File: config.mk
export PLATFORM = sky130hd
export DESIGN_NAME = pshc_ctrl
export DESIGN_NICKNAME = d
export VERILOG_FILES = /design/src/pshc_pkg.sv /design/src/pshc_ctrl.sv
export SDC_FILE = /design/constraint.sdc
export NUM_CORES = 1
export LEC_CHECK = 0
export BUFFER_PORTS_ARGS = -buffer_cell sky130_fd_sc_hd__buf_4
export CORE_ASPECT_RATIO = 1.4
export CORE_MARGIN = 2
export CORE_UTILIZATION = 55
export CTS_BUF_LIST = sky130_fd_sc_hd__clkbuf_16
export CTS_CLUSTER_SIZE = 20
export DETAILED_ROUTE_END_ITERATION = 6
export PLACE_DENSITY = 0.78
export SLEW_MARGIN = 20
export SYNTH_ARGS = -nofsm -noshare
export SYNTH_HDL_FRONTEND = slang
export SYNTH_SLANG_ARGS = --single-unit
File: constraint.sdc
create_clock -name core_clk -period 6.09 [get_ports core_clk]
set_input_delay 0.609 -clock core_clk [delete_from_list [all_inputs] [get_ports core_clk]]
set_output_delay 0.609 -clock core_clk [all_outputs]
set_load 0.02 [all_outputs]
File: src/pshc_pkg.sv
`default_nettype none
package pshc_pkg;

	// ----------------------------------------
	// first-byte register selects
	// ----------------------------------------
	localparam logic [7:0] CMD_TX_GAIN = 8'h40;
	localparam logic [7:0] CMD_RX_GAIN = 8'h50;
	localparam logic [7:0] CMD_ECHO_ONE = 8'h60;
	localparam logic [7:0] CMD_TX_SLOT = 8'h80;
	localparam logic [7:0] CMD_RX_SLOT = 8'h90;

	// ----------------------------------------
	// field positions
	// ----------------------------------------
	localparam int SLOT_EN_BIT = 7;
	localparam int PORT_SEL_BIT = 6;
	localparam int CANCEL_EN_BIT = 7;
	localparam int PHASE_BIT = 6;
	localparam int FIRST_ORDER_BIT = 5;
	localparam int ATTEN_MSB = 4;
	localparam int SLOT_MSB = 5;

	// ----------------------------------------
	// reset values
	// ----------------------------------------
	localparam logic [7:0] TX_GAIN_RST = 8'h00;
	localparam logic [7:0] RX_GAIN_RST = 8'h00;
	localparam logic [7:0] ECHO_ONE_RST = 8'h00;
	localparam logic [5:0] SLOT_RST = 6'h00;

	// ----------------------------------------
	// frame and byte counts
	// ----------------------------------------
	localparam logic [3:0] BYTE_BITS = 4'h8;
	localparam logic [9:0] POS_IDLE = 10'h200;
	localparam logic [9:0] POS_PROMPT = 10'h000;
	localparam logic [9:0] POS_DELAYED = 10'h3ff;
	localparam logic [1:0] APPLY_FRAMES = 2'h2;

	typedef enum logic [1:0] {
		PSHC_WAIT_CMD = 2'b01,
		PSHC_WAIT_DATA = 2'b10
	} pshc_stage_e;

endpackage
`default_nettype wire
File: src/pshc_ctrl.sv
`timescale 1ns/1ps
`default_nettype none
module pshc_ctrl (
	// clock and reset
	input  wire logic       core_clk,
	input  wire logic       rstn,
	input  wire logic       clk_en,
	// serial control port
	input  wire logic       cclk,
	input  wire logic       cs_n,
	input  wire logic       ci,
	// timing format, high for delayed
	input  wire logic       delayed_mode,
	// pcm highway
	input  wire logic       bclk,
	input  wire logic       tx_frame_sync,
	input  wire logic       rx_frame_sync,
	input  wire logic       rx_pcm_in_a,
	input  wire logic       rx_pcm_in_b,
	output logic            tx_pcm_out_a,
	output logic            tx_pcm_out_a_oe,
	output logic            tx_pcm_out_b,
	output logic            tx_pcm_out_b_oe,
	// codec samples
	input  wire logic [7:0] tx_sample,
	output logic [7:0]      rx_sample,
	output logic            rx_sample_valid,
	// gain and hybrid settings
	output logic [7:0]      tx_gain_code,
	output logic [7:0]      rx_gain_code,
	output logic            tx_mute,
	output logic            rx_mute,
	output logic [7:0]      echo_cancel_ctrl_one,
	output logic            cancel_en,
	output logic            cancel_noninvert,
	output logic            first_order_en,
	output logic [4:0]      cancel_attenuation
);

	// ----------------------------------------
	// input synchronisers
	// ----------------------------------------
	logic [7:0] sync1_r;
	logic [7:0] sync2_r;
	logic [7:0] sync3_r;
	logic       cclk_s, cs_n_s, ci_s, bclk_s;
	logic       cclk_p, cs_n_p, bclk_p;
	logic [1:0] fs_s;
	logic       dra_s, drb_s;

	always_ff @(posedge core_clk) begin
		if (!rstn) begin
			sync1_r <= 8'h00;
			sync2_r <= 8'h00;
			sync3_r <= 8'h00;
		end else if (clk_en) begin
			sync1_r <= {cclk, cs_n, ci, bclk, rx_frame_sync,
				tx_frame_sync, rx_pcm_in_a, rx_pcm_in_b};
			sync2_r <= sync1_r;
			sync3_r <= sync2_r;
		end
	end

	assign {cclk_s, cs_n_s, ci_s, bclk_s, fs_s, dra_s, drb_s} = sync2_r;
	assign cclk_p = sync3_r[7];
	assign cs_n_p = sync3_r[6];
	assign bclk_p = sync3_r[4];

	logic cclk_rise, cs_rise, bclk_rise, bclk_fall;
	assign cclk_rise = cclk_s & ~cclk_p;
	assign cs_rise = cs_n_s & ~cs_n_p;
	assign bclk_rise = bclk_s & ~bclk_p;
	assign bclk_fall = ~bclk_s & bclk_p;

	// ----------------------------------------
	// control byte receiver
	// ----------------------------------------
	logic [7:0] sh_r;
	logic [3:0] bit_cnt_r;
	logic [7:0] cmd_r;
	logic       byte_done;
	logic       wr_commit;
	logic [5:0] wr_slot;
	pshc_pkg::pshc_stage_e stage_r;

	always_ff @(posedge core_clk) begin
		if (!rstn) begin
			sh_r <= 8'h00;
			bit_cnt_r <= 4'h0;
		end else if (clk_en) begin
			if (cs_n_s) begin
				bit_cnt_r <= 4'h0;
			end else if (cclk_rise) begin
				sh_r <= {sh_r[6:0], ci_s};
				if (bit_cnt_r != pshc_pkg::BYTE_BITS) begin
					bit_cnt_r <= bit_cnt_r + 4'h1;
				end
			end
		end
	end

	// a select window with fewer than eight clocks is dropped; extra clocks keep the last eight bits
	assign byte_done = cs_rise && (bit_cnt_r == pshc_pkg::BYTE_BITS);
	assign wr_commit = byte_done && (stage_r == pshc_pkg::PSHC_WAIT_DATA);
	assign wr_slot = sh_r[pshc_pkg::SLOT_MSB:0];

	always_ff @(posedge core_clk) begin
		if (!rstn) begin
			stage_r <= pshc_pkg::PSHC_WAIT_CMD;
			cmd_r <= 8'h00;
		end else if (clk_en && byte_done) begin
			case (stage_r)
				pshc_pkg::PSHC_WAIT_CMD: begin
					cmd_r <= sh_r;
					stage_r <= pshc_pkg::PSHC_WAIT_DATA;
				end
				default: begin
					stage_r <= pshc_pkg::PSHC_WAIT_CMD;
				end
			endcase
		end
	end

	// ----------------------------------------
	// gain and hybrid registers
	// ----------------------------------------
	logic [7:0] tx_gain_r, rx_gain_r, echo_r;

	always_ff @(posedge core_clk) begin
		if (!rstn) begin
			tx_gain_r <= pshc_pkg::TX_GAIN_RST;
			rx_gain_r <= pshc_pkg::RX_GAIN_RST;
			echo_r <= pshc_pkg::ECHO_ONE_RST;
		end else if (clk_en && wr_commit) begin
			if (cmd_r == pshc_pkg::CMD_TX_GAIN) begin
				tx_gain_r <= sh_r;
			end else if (cmd_r == pshc_pkg::CMD_RX_GAIN) begin
				rx_gain_r <= sh_r;
			end else if (cmd_r == pshc_pkg::CMD_ECHO_ONE) begin
				echo_r <= sh_r;
			end
		end
	end

	assign tx_gain_code = tx_gain_r;
	assign rx_gain_code = rx_gain_r;
	assign tx_mute = (tx_gain_r == 8'h00);
	assign rx_mute = (rx_gain_r == 8'h00);
	// analog chain runs biquad, first order, attenuator; biquad mode
	// lives in a later register, so only its bypass order shows here
	assign echo_cancel_ctrl_one = echo_r;
	assign cancel_en = echo_r[pshc_pkg::CANCEL_EN_BIT];
	assign cancel_noninvert = echo_r[pshc_pkg::PHASE_BIT];
	assign first_order_en = echo_r[pshc_pkg::FIRST_ORDER_BIT];
	assign cancel_attenuation = echo_r[pshc_pkg::ATTEN_MSB:0];

	// ----------------------------------------
	// slot assignment, index 0 transmit, 1 receive
	// ----------------------------------------
	logic [1:0] fs_lvl_r, fs_start, cmd_hit, apply;
	logic [1:0] en_pend_r, port_pend_r, en_act_r, port_act_r;
	logic [1:0] en_nxt, port_nxt, in_slot;
	logic [1:0] pend_cnt_r [2];
	logic [5:0] slot_pend_r [2];
	logic [5:0] slot_act_r [2];
	logic [5:0] slot_nxt [2];
	logic [9:0] pos_r [2];
	logic [9:0] pos_nxt [2];

	for (genvar i = 0; i < 2; i++) begin : g_dir
		assign fs_start[i] = bclk_rise & fs_s[i] & ~fs_lvl_r[i];
		assign cmd_hit[i] = wr_commit && (cmd_r == (i == 0 ?
			pshc_pkg::CMD_TX_SLOT : pshc_pkg::CMD_RX_SLOT));
		// a write in the apply cycle restarts the two-frame wait
		assign apply[i] = fs_start[i] && !cmd_hit[i] &&
			(pend_cnt_r[i] == 2'h1);
		assign en_nxt[i] = apply[i] ? en_pend_r[i] : en_act_r[i];
		assign port_nxt[i] = apply[i] ? port_pend_r[i] : port_act_r[i];
		assign slot_nxt[i] = apply[i] ? slot_pend_r[i] : slot_act_r[i];

		always_comb begin
			if (fs_start[i]) begin
				// delayed format holds the first bit back one clock
				pos_nxt[i] = delayed_mode ? pshc_pkg::POS_DELAYED :
					pshc_pkg::POS_PROMPT;
			end else if (bclk_rise && pos_r[i] != pshc_pkg::POS_IDLE) begin
				pos_nxt[i] = pos_r[i] + 10'h001;
			end else begin
				pos_nxt[i] = pos_r[i];
			end
		end

		// fixed mode always uses slot 0; counter stops after slot 63
		assign in_slot[i] = en_nxt[i] && (pos_nxt[i] < pshc_pkg::POS_IDLE) &&
			(pos_nxt[i][8:3] == (delayed_mode ? slot_nxt[i] : 6'h00));

		always_ff @(posedge core_clk) begin
			if (!rstn) begin
				fs_lvl_r[i] <= 1'b0;
				pos_r[i] <= pshc_pkg::POS_IDLE;
			end else if (clk_en) begin
				if (bclk_rise) begin
					fs_lvl_r[i] <= fs_s[i];
				end
				pos_r[i] <= pos_nxt[i];
			end
		end

		always_ff @(posedge core_clk) begin
			if (!rstn) begin
				slot_pend_r[i] <= pshc_pkg::SLOT_RST;
				en_pend_r[i] <= 1'b0;
				port_pend_r[i] <= 1'b0;
				pend_cnt_r[i] <= 2'h0;
			end else if (clk_en) begin
				if (cmd_hit[i]) begin
					slot_pend_r[i] <= wr_slot;
					en_pend_r[i] <= sh_r[pshc_pkg::SLOT_EN_BIT];
					port_pend_r[i] <= sh_r[pshc_pkg::PORT_SEL_BIT];
					pend_cnt_r[i] <= pshc_pkg::APPLY_FRAMES;
				end else if (fs_start[i] && pend_cnt_r[i] != 2'h0) begin
					pend_cnt_r[i] <= pend_cnt_r[i] - 2'h1;
				end
			end
		end

		always_ff @(posedge core_clk) begin
			if (!rstn) begin
				slot_act_r[i] <= pshc_pkg::SLOT_RST;
				en_act_r[i] <= 1'b0;
				port_act_r[i] <= 1'b0;
			end else if (clk_en) begin
				slot_act_r[i] <= slot_nxt[i];
				en_act_r[i] <= en_nxt[i];
				port_act_r[i] <= port_nxt[i];
			end
		end
	end

	// ----------------------------------------
	// transmit shifter
	// ----------------------------------------
	logic [7:0] tx_sh_r;
	logic       tx_bit_r, tx_oe_a_r, tx_oe_b_r;
	logic       tx_head;
	assign tx_head = tx_sample[7];

	always_ff @(posedge core_clk) begin
		if (!rstn) begin
			tx_sh_r <= 8'h00;
			tx_bit_r <= 1'b0;
			tx_oe_a_r <= 1'b0;
			tx_oe_b_r <= 1'b0;
		end else if (clk_en && bclk_rise) begin
			tx_oe_a_r <= in_slot[0] & ~port_nxt[0];
			tx_oe_b_r <= in_slot[0] & port_nxt[0];
			if (in_slot[0] && pos_nxt[0][2:0] == 3'h0) begin
				tx_bit_r <= tx_head;
				tx_sh_r <= {tx_sample[6:0], 1'b0};
			end else if (in_slot[0]) begin
				tx_bit_r <= tx_sh_r[7];
				tx_sh_r <= {tx_sh_r[6:0], 1'b0};
			end
		end
	end

	assign tx_pcm_out_a = tx_bit_r;
	assign tx_pcm_out_b = tx_bit_r;
	assign tx_pcm_out_a_oe = tx_oe_a_r;
	assign tx_pcm_out_b_oe = tx_oe_b_r;

	// ----------------------------------------
	// receive shifter, sampled on falling bit clock
	// ----------------------------------------
	logic [7:0] rx_sh_r, rx_word_r;
	logic [2:0] rx_bit_r;
	logic       rx_slot_r, rx_port_r, rx_valid_r, rx_din;
	assign rx_din = rx_port_r ? drb_s : dra_s;

	always_ff @(posedge core_clk) begin
		if (!rstn) begin
			rx_slot_r <= 1'b0;
			rx_port_r <= 1'b0;
			rx_bit_r <= 3'h0;
		end else if (clk_en && bclk_rise) begin
			rx_slot_r <= in_slot[1];
			rx_port_r <= port_nxt[1];
			rx_bit_r <= pos_nxt[1][2:0];
		end
	end

	always_ff @(posedge core_clk) begin
		if (!rstn) begin
			rx_sh_r <= 8'h00;
			rx_word_r <= 8'h00;
			rx_valid_r <= 1'b0;
		end else if (clk_en) begin
			rx_valid_r <= 1'b0;
			if (bclk_fall && rx_slot_r) begin
				rx_sh_r <= {rx_sh_r[6:0], rx_din};
				if (rx_bit_r == 3'h7) begin
					rx_word_r <= {rx_sh_r[6:0], rx_din};
					rx_valid_r <= 1'b1;
				end
			end
		end
	end

	assign rx_sample = rx_word_r;
	assign rx_sample_valid = rx_valid_r;

	// ----------------------------------------
	// checks
	// ----------------------------------------
	property p_port_excl;
		@(posedge core_clk) disable iff (!rstn || !clk_en)
		!(tx_pcm_out_a_oe && tx_pcm_out_b_oe);
	endproperty
	a_port_excl:
	assert property (p_port_excl) else $error("both transmit ports driven");

	property p_oe_needs_en;
		@(posedge core_clk) disable iff (!rstn || !clk_en)
		(tx_pcm_out_a_oe || tx_pcm_out_b_oe) |-> en_act_r[0];
	endproperty
	a_oe_needs_en:
	assert property (p_oe_needs_en) else $error("transmit driven while disabled");

	property p_slot_match;
		@(posedge core_clk) disable iff (!rstn || !clk_en)
		tx_pcm_out_a_oe |-> (pos_r[0] < pshc_pkg::POS_IDLE) &&
			(pos_r[0][8:3] == (delayed_mode ? slot_act_r[0] : 6'h00));
	endproperty
	a_slot_match:
	assert property (p_slot_match) else $error("transmit outside its slot");

	property p_frame_start;
		@(posedge core_clk) disable iff (!rstn || !clk_en)
		(fs_start[0] && !delayed_mode) |=> pos_r[0] == pshc_pkg::POS_PROMPT;
	endproperty
	a_frame_start:
	assert property (p_frame_start) else $error("frame sync did not restart slot 0");

	property p_slot_decode;
		@(posedge core_clk) disable iff (!rstn || !clk_en)
		cmd_hit[0] |=> slot_pend_r[0] == $past(wr_slot) && pend_cnt_r[0] == 2'h2;
	endproperty
	a_slot_decode:
	assert property (p_slot_decode) else $error("slot number not captured");

	property p_apply;
		@(posedge core_clk) disable iff (!rstn || !clk_en)
		apply[1] |=> slot_act_r[1] == slot_pend_r[1] && en_act_r[1] == en_pend_r[1];
	endproperty
	a_apply:
	assert property (p_apply) else $error("assignment not applied on second frame");

	property p_msb_first;
		@(posedge core_clk) disable iff (!rstn || !clk_en)
		(bclk_rise && in_slot[0] && pos_nxt[0][2:0] == 3'h0) |=>
			tx_pcm_out_a == $past(tx_head);
	endproperty
	a_msb_first:
	assert property (p_msb_first) else $error("first bit out is not the msb");

	property p_gain;
		@(posedge core_clk) disable iff (!rstn || !clk_en)
		(wr_commit && cmd_r == pshc_pkg::CMD_TX_GAIN) |=>
			tx_gain_code == $past(sh_r) && tx_mute == ($past(sh_r) == 8'h00);
	endproperty
	a_gain:
	assert property (p_gain) else $error("transmit gain write lost");

	property p_echo;
		@(posedge core_clk) disable iff (!rstn || !clk_en)
		(wr_commit && cmd_r == pshc_pkg::CMD_ECHO_ONE) |=>
			echo_cancel_ctrl_one == $past(sh_r) && cancel_en == $past(sh_r[7]);
	endproperty
	a_echo:
	assert property (p_echo) else $error("hybrid register write lost");

	property p_pwrup;
		@(posedge core_clk) disable iff (!rstn || !clk_en)
		$rose(rstn) |-> !cancel_en;
	endproperty
	a_pwrup:
	assert property (p_pwrup) else $error("cancellation on after reset");

endmodule
`default_nettype wire

== Word level (Yosys, flattened, before mapping) ==
Memories as Yosys holds them, arrays and structs flattened.
Cells that the tools add are included.
Word-level totals
  bits in registers: 112
  memory bits (writable): 48
  input port bits: 20
  memories: 4
Memories
  pos_r: depth 2, bits a word 10, rd ports 2, clocked after Yosys merged registers in 0, write ports 2, line pshc_ctrl.sv:167  | logic [9:0] pos_r [2];
  slot_act_r: depth 2, bits a word 6, rd ports 2, clocked after Yosys merged registers in 0, write ports 2, line pshc_ctrl.sv:165  | logic [5:0] slot_act_r [2];
  slot_pend_r: depth 2, bits a word 6, rd ports 2, clocked after Yosys merged registers in 0, write ports 2, line pshc_ctrl.sv:164  | logic [5:0] slot_pend_r [2];
  pend_cnt_r: depth 2, bits a word 2, rd ports 2, clocked after Yosys merged registers in 0, write ports 2, line pshc_ctrl.sv:163  | logic [1:0] pend_cnt_r [2];
Operators by class
  add/sub/neg operators: 5
  magnitude comparators: 2
  equal/unequal tests: 16
  mux-type cells: 56
  bitwise operators: 30
  reductions and logical operators: 43
Operator list (count)
  10-bit 2-to-1 mux: 7
  6-bit 2-to-1 mux: 8
  1-bit 2-to-1 mux: 31
  8-bit by 7-bit == test with 1-bit output, second input constant: 3
  1-bit logical AND: 21
  10-bit by 1-bit adder with 10-bit output, second input constant: 2
  10-bit less-than comparator, second input constant: 2
  10-bit != test, second input constant: 2
  8-bit == test, second input constant: 2
  8-bit zero test: 2
  8-bit 2-to-1 mux: 2
  2-bit AND reduction: 7
  6-bit == test: 2
  4-bit 2-to-1 mux: 3
  3-bit AND reduction: 4
  1-bit AND: 10
  2-bit 2-to-1 mux: 5
  1-bit NOT: 10
  1-bit bitwise OR: 10
  2-bit nonzero test: 5
  2-bit by 1-bit == test with 1-bit output, second input constant: 3
  4-bit by 1-bit adder with 4-bit output, second input constant: 1
  4-bit == test, second input constant: 1
  4-bit != test, second input constant: 1
  6 further kinds: 8

== Depth between registers and ports, before layout ==
  depth after elaboration: 15
  gate-level depth with buffers: 11

== Least setup slack after synthesis ==
Ideal clock, no wire load.
  path type: register -> register
  start point: reg bit_cnt_r[0]
  end point: reg tx_sh_r[1]
  arrival time: 2635 ps
  data required time: 5974 ps
  slack: 3339 ps
  cell stages (with the launch flop): 12
  period minus slack after synthesis: 2751 ps
  cell sequence: dfxtp_1 > inv_1 > ha_1 > or4b_1 > nor4_4 > nor2_2 > mux2i_1 > mux2i_1 > a21o_1 > clkbuf_1 > a21oi_1 > a41o_1
Between the ends
  cells in the longest elaborated chain, start to end: 14
RTL lines
  start: declaration: line pshc_ctrl.sv:79  | logic [3:0] bit_cnt_r;
  start signal: assignment: line pshc_ctrl.sv:96  | bit_cnt_r <= bit_cnt_r + 4'h1;
  4-bit == test *: line pshc_ctrl.sv:103  | assign byte_done = cs_rise && (bit_cnt_r == pshc_pkg::BYTE_BITS);
  1-bit logical AND *: line pshc_ctrl.sv:103
  1-bit logical AND *: line pshc_ctrl.sv:104  | assign wr_commit = byte_done && (stage_r == pshc_pkg::PSHC_WAIT_DATA);
  1-bit logical AND *: line pshc_ctrl.sv:172  | assign cmd_hit[i] = wr_commit && (cmd_r == (i == 0 ?
  1-bit zero test *: line pshc_ctrl.sv:175  | assign apply[i] = fs_start[i] && !cmd_hit[i] &&
  1-bit logical AND * (2 in series): line pshc_ctrl.sv:175
  6-bit 2-to-1 mux: line pshc_ctrl.sv:179  | assign slot_nxt[i] = apply[i] ? slot_pend_r[i] : slot_act_r[i];
  6-bit 2-to-1 mux: line pshc_ctrl.sv:195  | (pos_nxt[i][8:3] == (delayed_mode ? slot_nxt[i] : 6'h00));
  6-bit == test: line pshc_ctrl.sv:195
  1-bit logical AND *: line pshc_ctrl.sv:194  | assign in_slot[i] = en_nxt[i] && (pos_nxt[i] < pshc_pkg::POS_IDLE) &&
  1-bit logical AND: line pshc_ctrl.sv:257  | if (in_slot[0] && pos_nxt[0][2:0] == 3'h0) begin
  2-bit nonzero test (no source line)
  2-bit AND reduction (no source line)
  end signal: assignment: line pshc_ctrl.sv:259  | tx_sh_r <= {tx_sample[6:0], 1'b0};
  end signal: assignment: line pshc_ctrl.sv:262  | tx_sh_r <= {tx_sh_r[6:0], 1'b0};
  end: declaration: line pshc_ctrl.sv:243  | logic [7:0] tx_sh_r;
Every way passes the cells marked *; elsewhere a longest branch is shown, timed or not.
A chain may end at the register's enable or synchronous reset.

== Worst setup path after layout ==
  start point: reg sync2_r[4]
  end point: reg tx_sh_r[5]
Between the ends
  cells in the longest elaborated chain, start to end: 12
RTL lines
  start: declaration: line pshc_ctrl.sv:44  | logic [7:0] sync2_r;
  start signal: assignment: line pshc_ctrl.sv:59  | sync2_r <= sync1_r;
  1-bit AND *: line pshc_ctrl.sv:72  | assign bclk_rise = bclk_s & ~bclk_p;
  branches (longest 11 deep; another with 10-bit less-than comparator)
Mark *: on every way between the ends.

==> flow_metrics.py <==
metrics = {
    "run_status": {
        "status": "completed",
    },
    "setup_path": {
        "critPathMostFrequentCell": "nor2_1",
        "worstPathMaxFanout": 12,
        "end_kind": "register",
        "cp_cell_sequence": "nor2b_1 > nand2_1 > nor2_1 > nor2_1 > a32oi_1 > nor4b_2 > and2_1 > a211oi_2",
        "crit_cells": 8,
        "r2r-start": "sync2_r[4]$_SDFFE_PN0P_",
        "reg2reg_to": "tx_sh_r[5]$_SDFFE_PN0P_",
        "critical_path.endpoint": "tx_sh_r[5]$_SDFFE_PN0P_",
        "critical_path.slowest_cell": "nor4b_2",
        "cp_top_family": "simple AND/OR/NAND/NOR gates",
        "arrival_ns": 4.04,
        "reg2reg_slack_ns": 2.31,
        "path_class": "register to register",
        "max_stage_delay_ns": 0.76,
        "cp-start-kind": "register",
        "worstPathRequired_ns": 6.35,
        "worst-path-buf-inv": 0,
        "cp-startpoint": "sync2_r[4]$_SDFFE_PN0P_",
        "reg2reg_depth": 8,
    },
    "sta": {
        "timing.final.crit_share": 0.6205,
        "slew_headroom": 0.3674,
        "rsz0062_at_grt": "no",
        "min_period_ns": 3.779,
        "hold_viol_final": 0,
        "setup-tns-final_ns": 0,
        "max_freq_mhz": 264.6,
        "finalSetupViolations": 0,
        "tightestPinTransition_ns": 0.9453,
        "maxSlewViolCount": 0,
        "fin_worst_skew_ns": 0.01314,
    },
    "synthesis": {
        "synth-seq-cells": 154,
        "yosys.area_share.adder": 0.01722,
        "ys_seq_area_frac": 0.4905,
        "synthSimpleGateAreaFrac": 0.1974,
        "syn-num-nets": 774,
        "yosysUniqueCellTypes": 64,
        "synth_area_leaders": "dfxtp_1 29%, edfxtp_1 20%, mux2i_1 13%",
        "syn_avg_cell_area_um2": 9.764,
        "synth_top_family_by_area": "simple AND/OR/NAND/NOR gates",
        "synth.area.mux_share": 0.1297,
        "synth.top_cell.area_share": 0.2921,
        "synthCells": 744,
        "synth_area_um2": 7264,
        "synth_top_area_cell": "dfxtp_1",
        "synth-async-reset-ratio": 0,
        "ys.flop_type": "dfxtp_1",
        "synth-compound-area-share": 0.1056,
        "synthTopCellsByCount": "124 x nor2_1, 106 x dfxtp_1, 93 x mux2i_1",
        "yosysMostFrequentCell": "nor2_1",
        "synth-edff-count": 48,
        "synth-xor-area-share": 0.01688,
        "yosysWarnings": 0,
    },
    "global_routing": {
        "overflow": 0,
        "grt_max_degree": 54,
        "first_global_vias": 5327,
        "antenna_found_initial": 0,
        "grt_first_pass_wirelength_um": 26660,
        "grt_use_total": 0.2379,
    },
    "placed_design": {
        "gp_congestion": 0.8997,
        "portBuffers": 66,
        "hpwl_um": 11610,
    },
    "route": {
        "drt_iter0_drc": 381,
        "vias_per_cell": 5.854,
        "first_pass_iters": 5,
        "wl_per_cell_um": 17.44,
        "num_vias": 5561,
        "ant_nets": 0,
        "drt_wl_total_um": 16570,
        "drcViolationCount": 0,
    },
    "cells_and_area": {
        "fin_util": 0.6456,
        "fillers": 1055,
        "layout.nets": 814,
        "area_growth_pct": 14.42,
        "ff_latch_area_um2": 3563,
        "antennaDiodeCount": 0,
        "multi_input_area_um2": 3406,
        "layout-drive-gt1-share": 0.1531,
    },
    "die": {
        "ios": 67,
        "die_w_um": 101.1,
        "die_h_um": 140.0,
        "rows": 49,
        "core_region_area_um2": 12870,
        "initial_core_util": 0.5642,
        "fp.dieArea_um2": 14160,
    },
    "clocking": {
        "cts_resized": 0,
        "cts_setup_buffers": 0,
        "cts.root.buffer_cell": "clkbuf_16",
        "clk-insertion-delay-late_ns": 0.42,
        "cts-buffers-inserted": 17,
        "hold_buffers": 0,
        "path_clk_slew_ns": 0.07,
        "cts_sinks": 154,
        "cts_tree": "built",
        "clock_path_buffers": 2,
        "ctsHtreeMaxLevel": 4,
    },
    "job": {
        "max-cap-violations": 0,
    },
    "power_and_ir_drop": {
        "ir_worst_vdd_uv": 201.9,
        "total_power_mw": 2.189,
        "power_density_nw_per_um2": 263.3,
        "leakage_nw": 3.250,
    },
    "hold_path": {
        "hold_class": "input port to register",
    },
}
-- stage by stage --
stage	area (um^2)	setup WS (ns)	instances	hold slack, ns
3_3_place_gp	7764	2.471	918	0.4433
5_1_grt	8312	2.068	950	0.4270
3_5_place_dp	7764	2.380	918	0.4610
2_1_floorplan	7264	3.339	744	0.4357
4_1_cts	8303	2.350	950	0.4176
6_report	8312	2.311	950	0.4294
-- layout make-up --
cell class	instances	area share
timing repair buffer	71	0.06413
clock buffer	17	0.05118
clock inverter	15	0.01370
sequential	154	0.4287
multi-input combinational	519	0.4098
inverter	21	0.009484
tap	153	0.02303
-- how the worst min path moves through the flow --
stage	from	end	slack [ns]	depth (start not counted)
floorplan	port_act_r[1]$_SDFFE_PN0P_	port_act_r[1]$_SDFFE_PN0P_	0.44	2
global placement	port_act_r[1]$_SDFFE_PN0P_	port_act_r[1]$_SDFFE_PN0P_	0.44	2
detailed placement	rx_sh_r[1]$_SDFFE_PN0P_	rx_sh_r[2]$_SDFFE_PN0P_	0.46	2
CTS	ci	sync1_r[5]$_SDFFE_PN0P_	0.42	3
global route	rx_frame_sync	sync1_r[3]$_SDFFE_PN0P_	0.43	3
finish	rx_pcm_in_a	sync1_r[1]$_SDFFE_PN0P_	0.43	3
-- cell usage in the layout, fill, tap and decap left out, types with 7 or more instances in the layout --
cell type / synthesis / routed
a211oi_2: 7 / 7
nor2_1: 124 / 124
xor2_1: 7 / 7
inv_1: 20 / 19
mux2i_1: 93 / 93
and3_1: 11 / 11
clkbuf_16: 0 / 17
nand3_1: 14 / 14
ha_1: 10 / 10
buf_4: 11 / 71
dfxtp_1: 106 / 106
or4_1: 7 / 7
a21oi_1: 48 / 48
a211oi_1: 11 / 11
edfxtp_1: 48 / 48
nand2_1: 55 / 55
xnor2_1: 7 / 7
o21ai_0: 16 / 16
or3_1: 7 / 7
and2_1: 12 / 12
-- registers in the layout, summed over array words and instances (netlist names), 3 cells and up --
register / flops
pos_r: 20
pend_cnt_r: 4
slot_act_r: 12
echo_cancel_ctrl_one: 8
rx_gain_code: 8
bit_cnt_r: 4
sh_r: 8
tx_sh_r: 7
sync2_r: 8
rx_sh_r: 7
tx_gain_code: 8
sync1_r: 8
rx_sample: 8
slot_pend_r: 12
rx_bit_r: 3
sync3_r: 3
cmd_r: 8
-- where the power goes --
group	switching, mW	internal (mW)
clock	0.434	0.527
sequential	0.0197	1.08
combinational	0.0791	0.0465
-- worst min-delay path: cells and delay by family --
family,cells,cell delay [ns]
buffers and inverters,1,0.08
multiplexers,1,0.05
AND/OR/NAND/NOR,1,0.07
-- layer usage --
| metal | global-route usage | share of wire | wire length, um |
|---|---|---|---|
| met1 | 0.2837 | 0.41 | 6844 |
| met2 | 0.4301 | 0.54 | 8947 |
| met3 | 0.03643 | 0.031 | 507 |
| met4 | 0.07824 | 0.016 | 267 |
| met5 | 0 | 0 | 0 |
-- logic make-up after synthesis --
family          count (synthesis)
compound gates                116
xor+xnor                       14
fa+ha+maj                      10
buf+inv                        71
flops                         154
mux                            94
simple gates                  285
No activity file was read; power rests on OpenSTA's default activity.
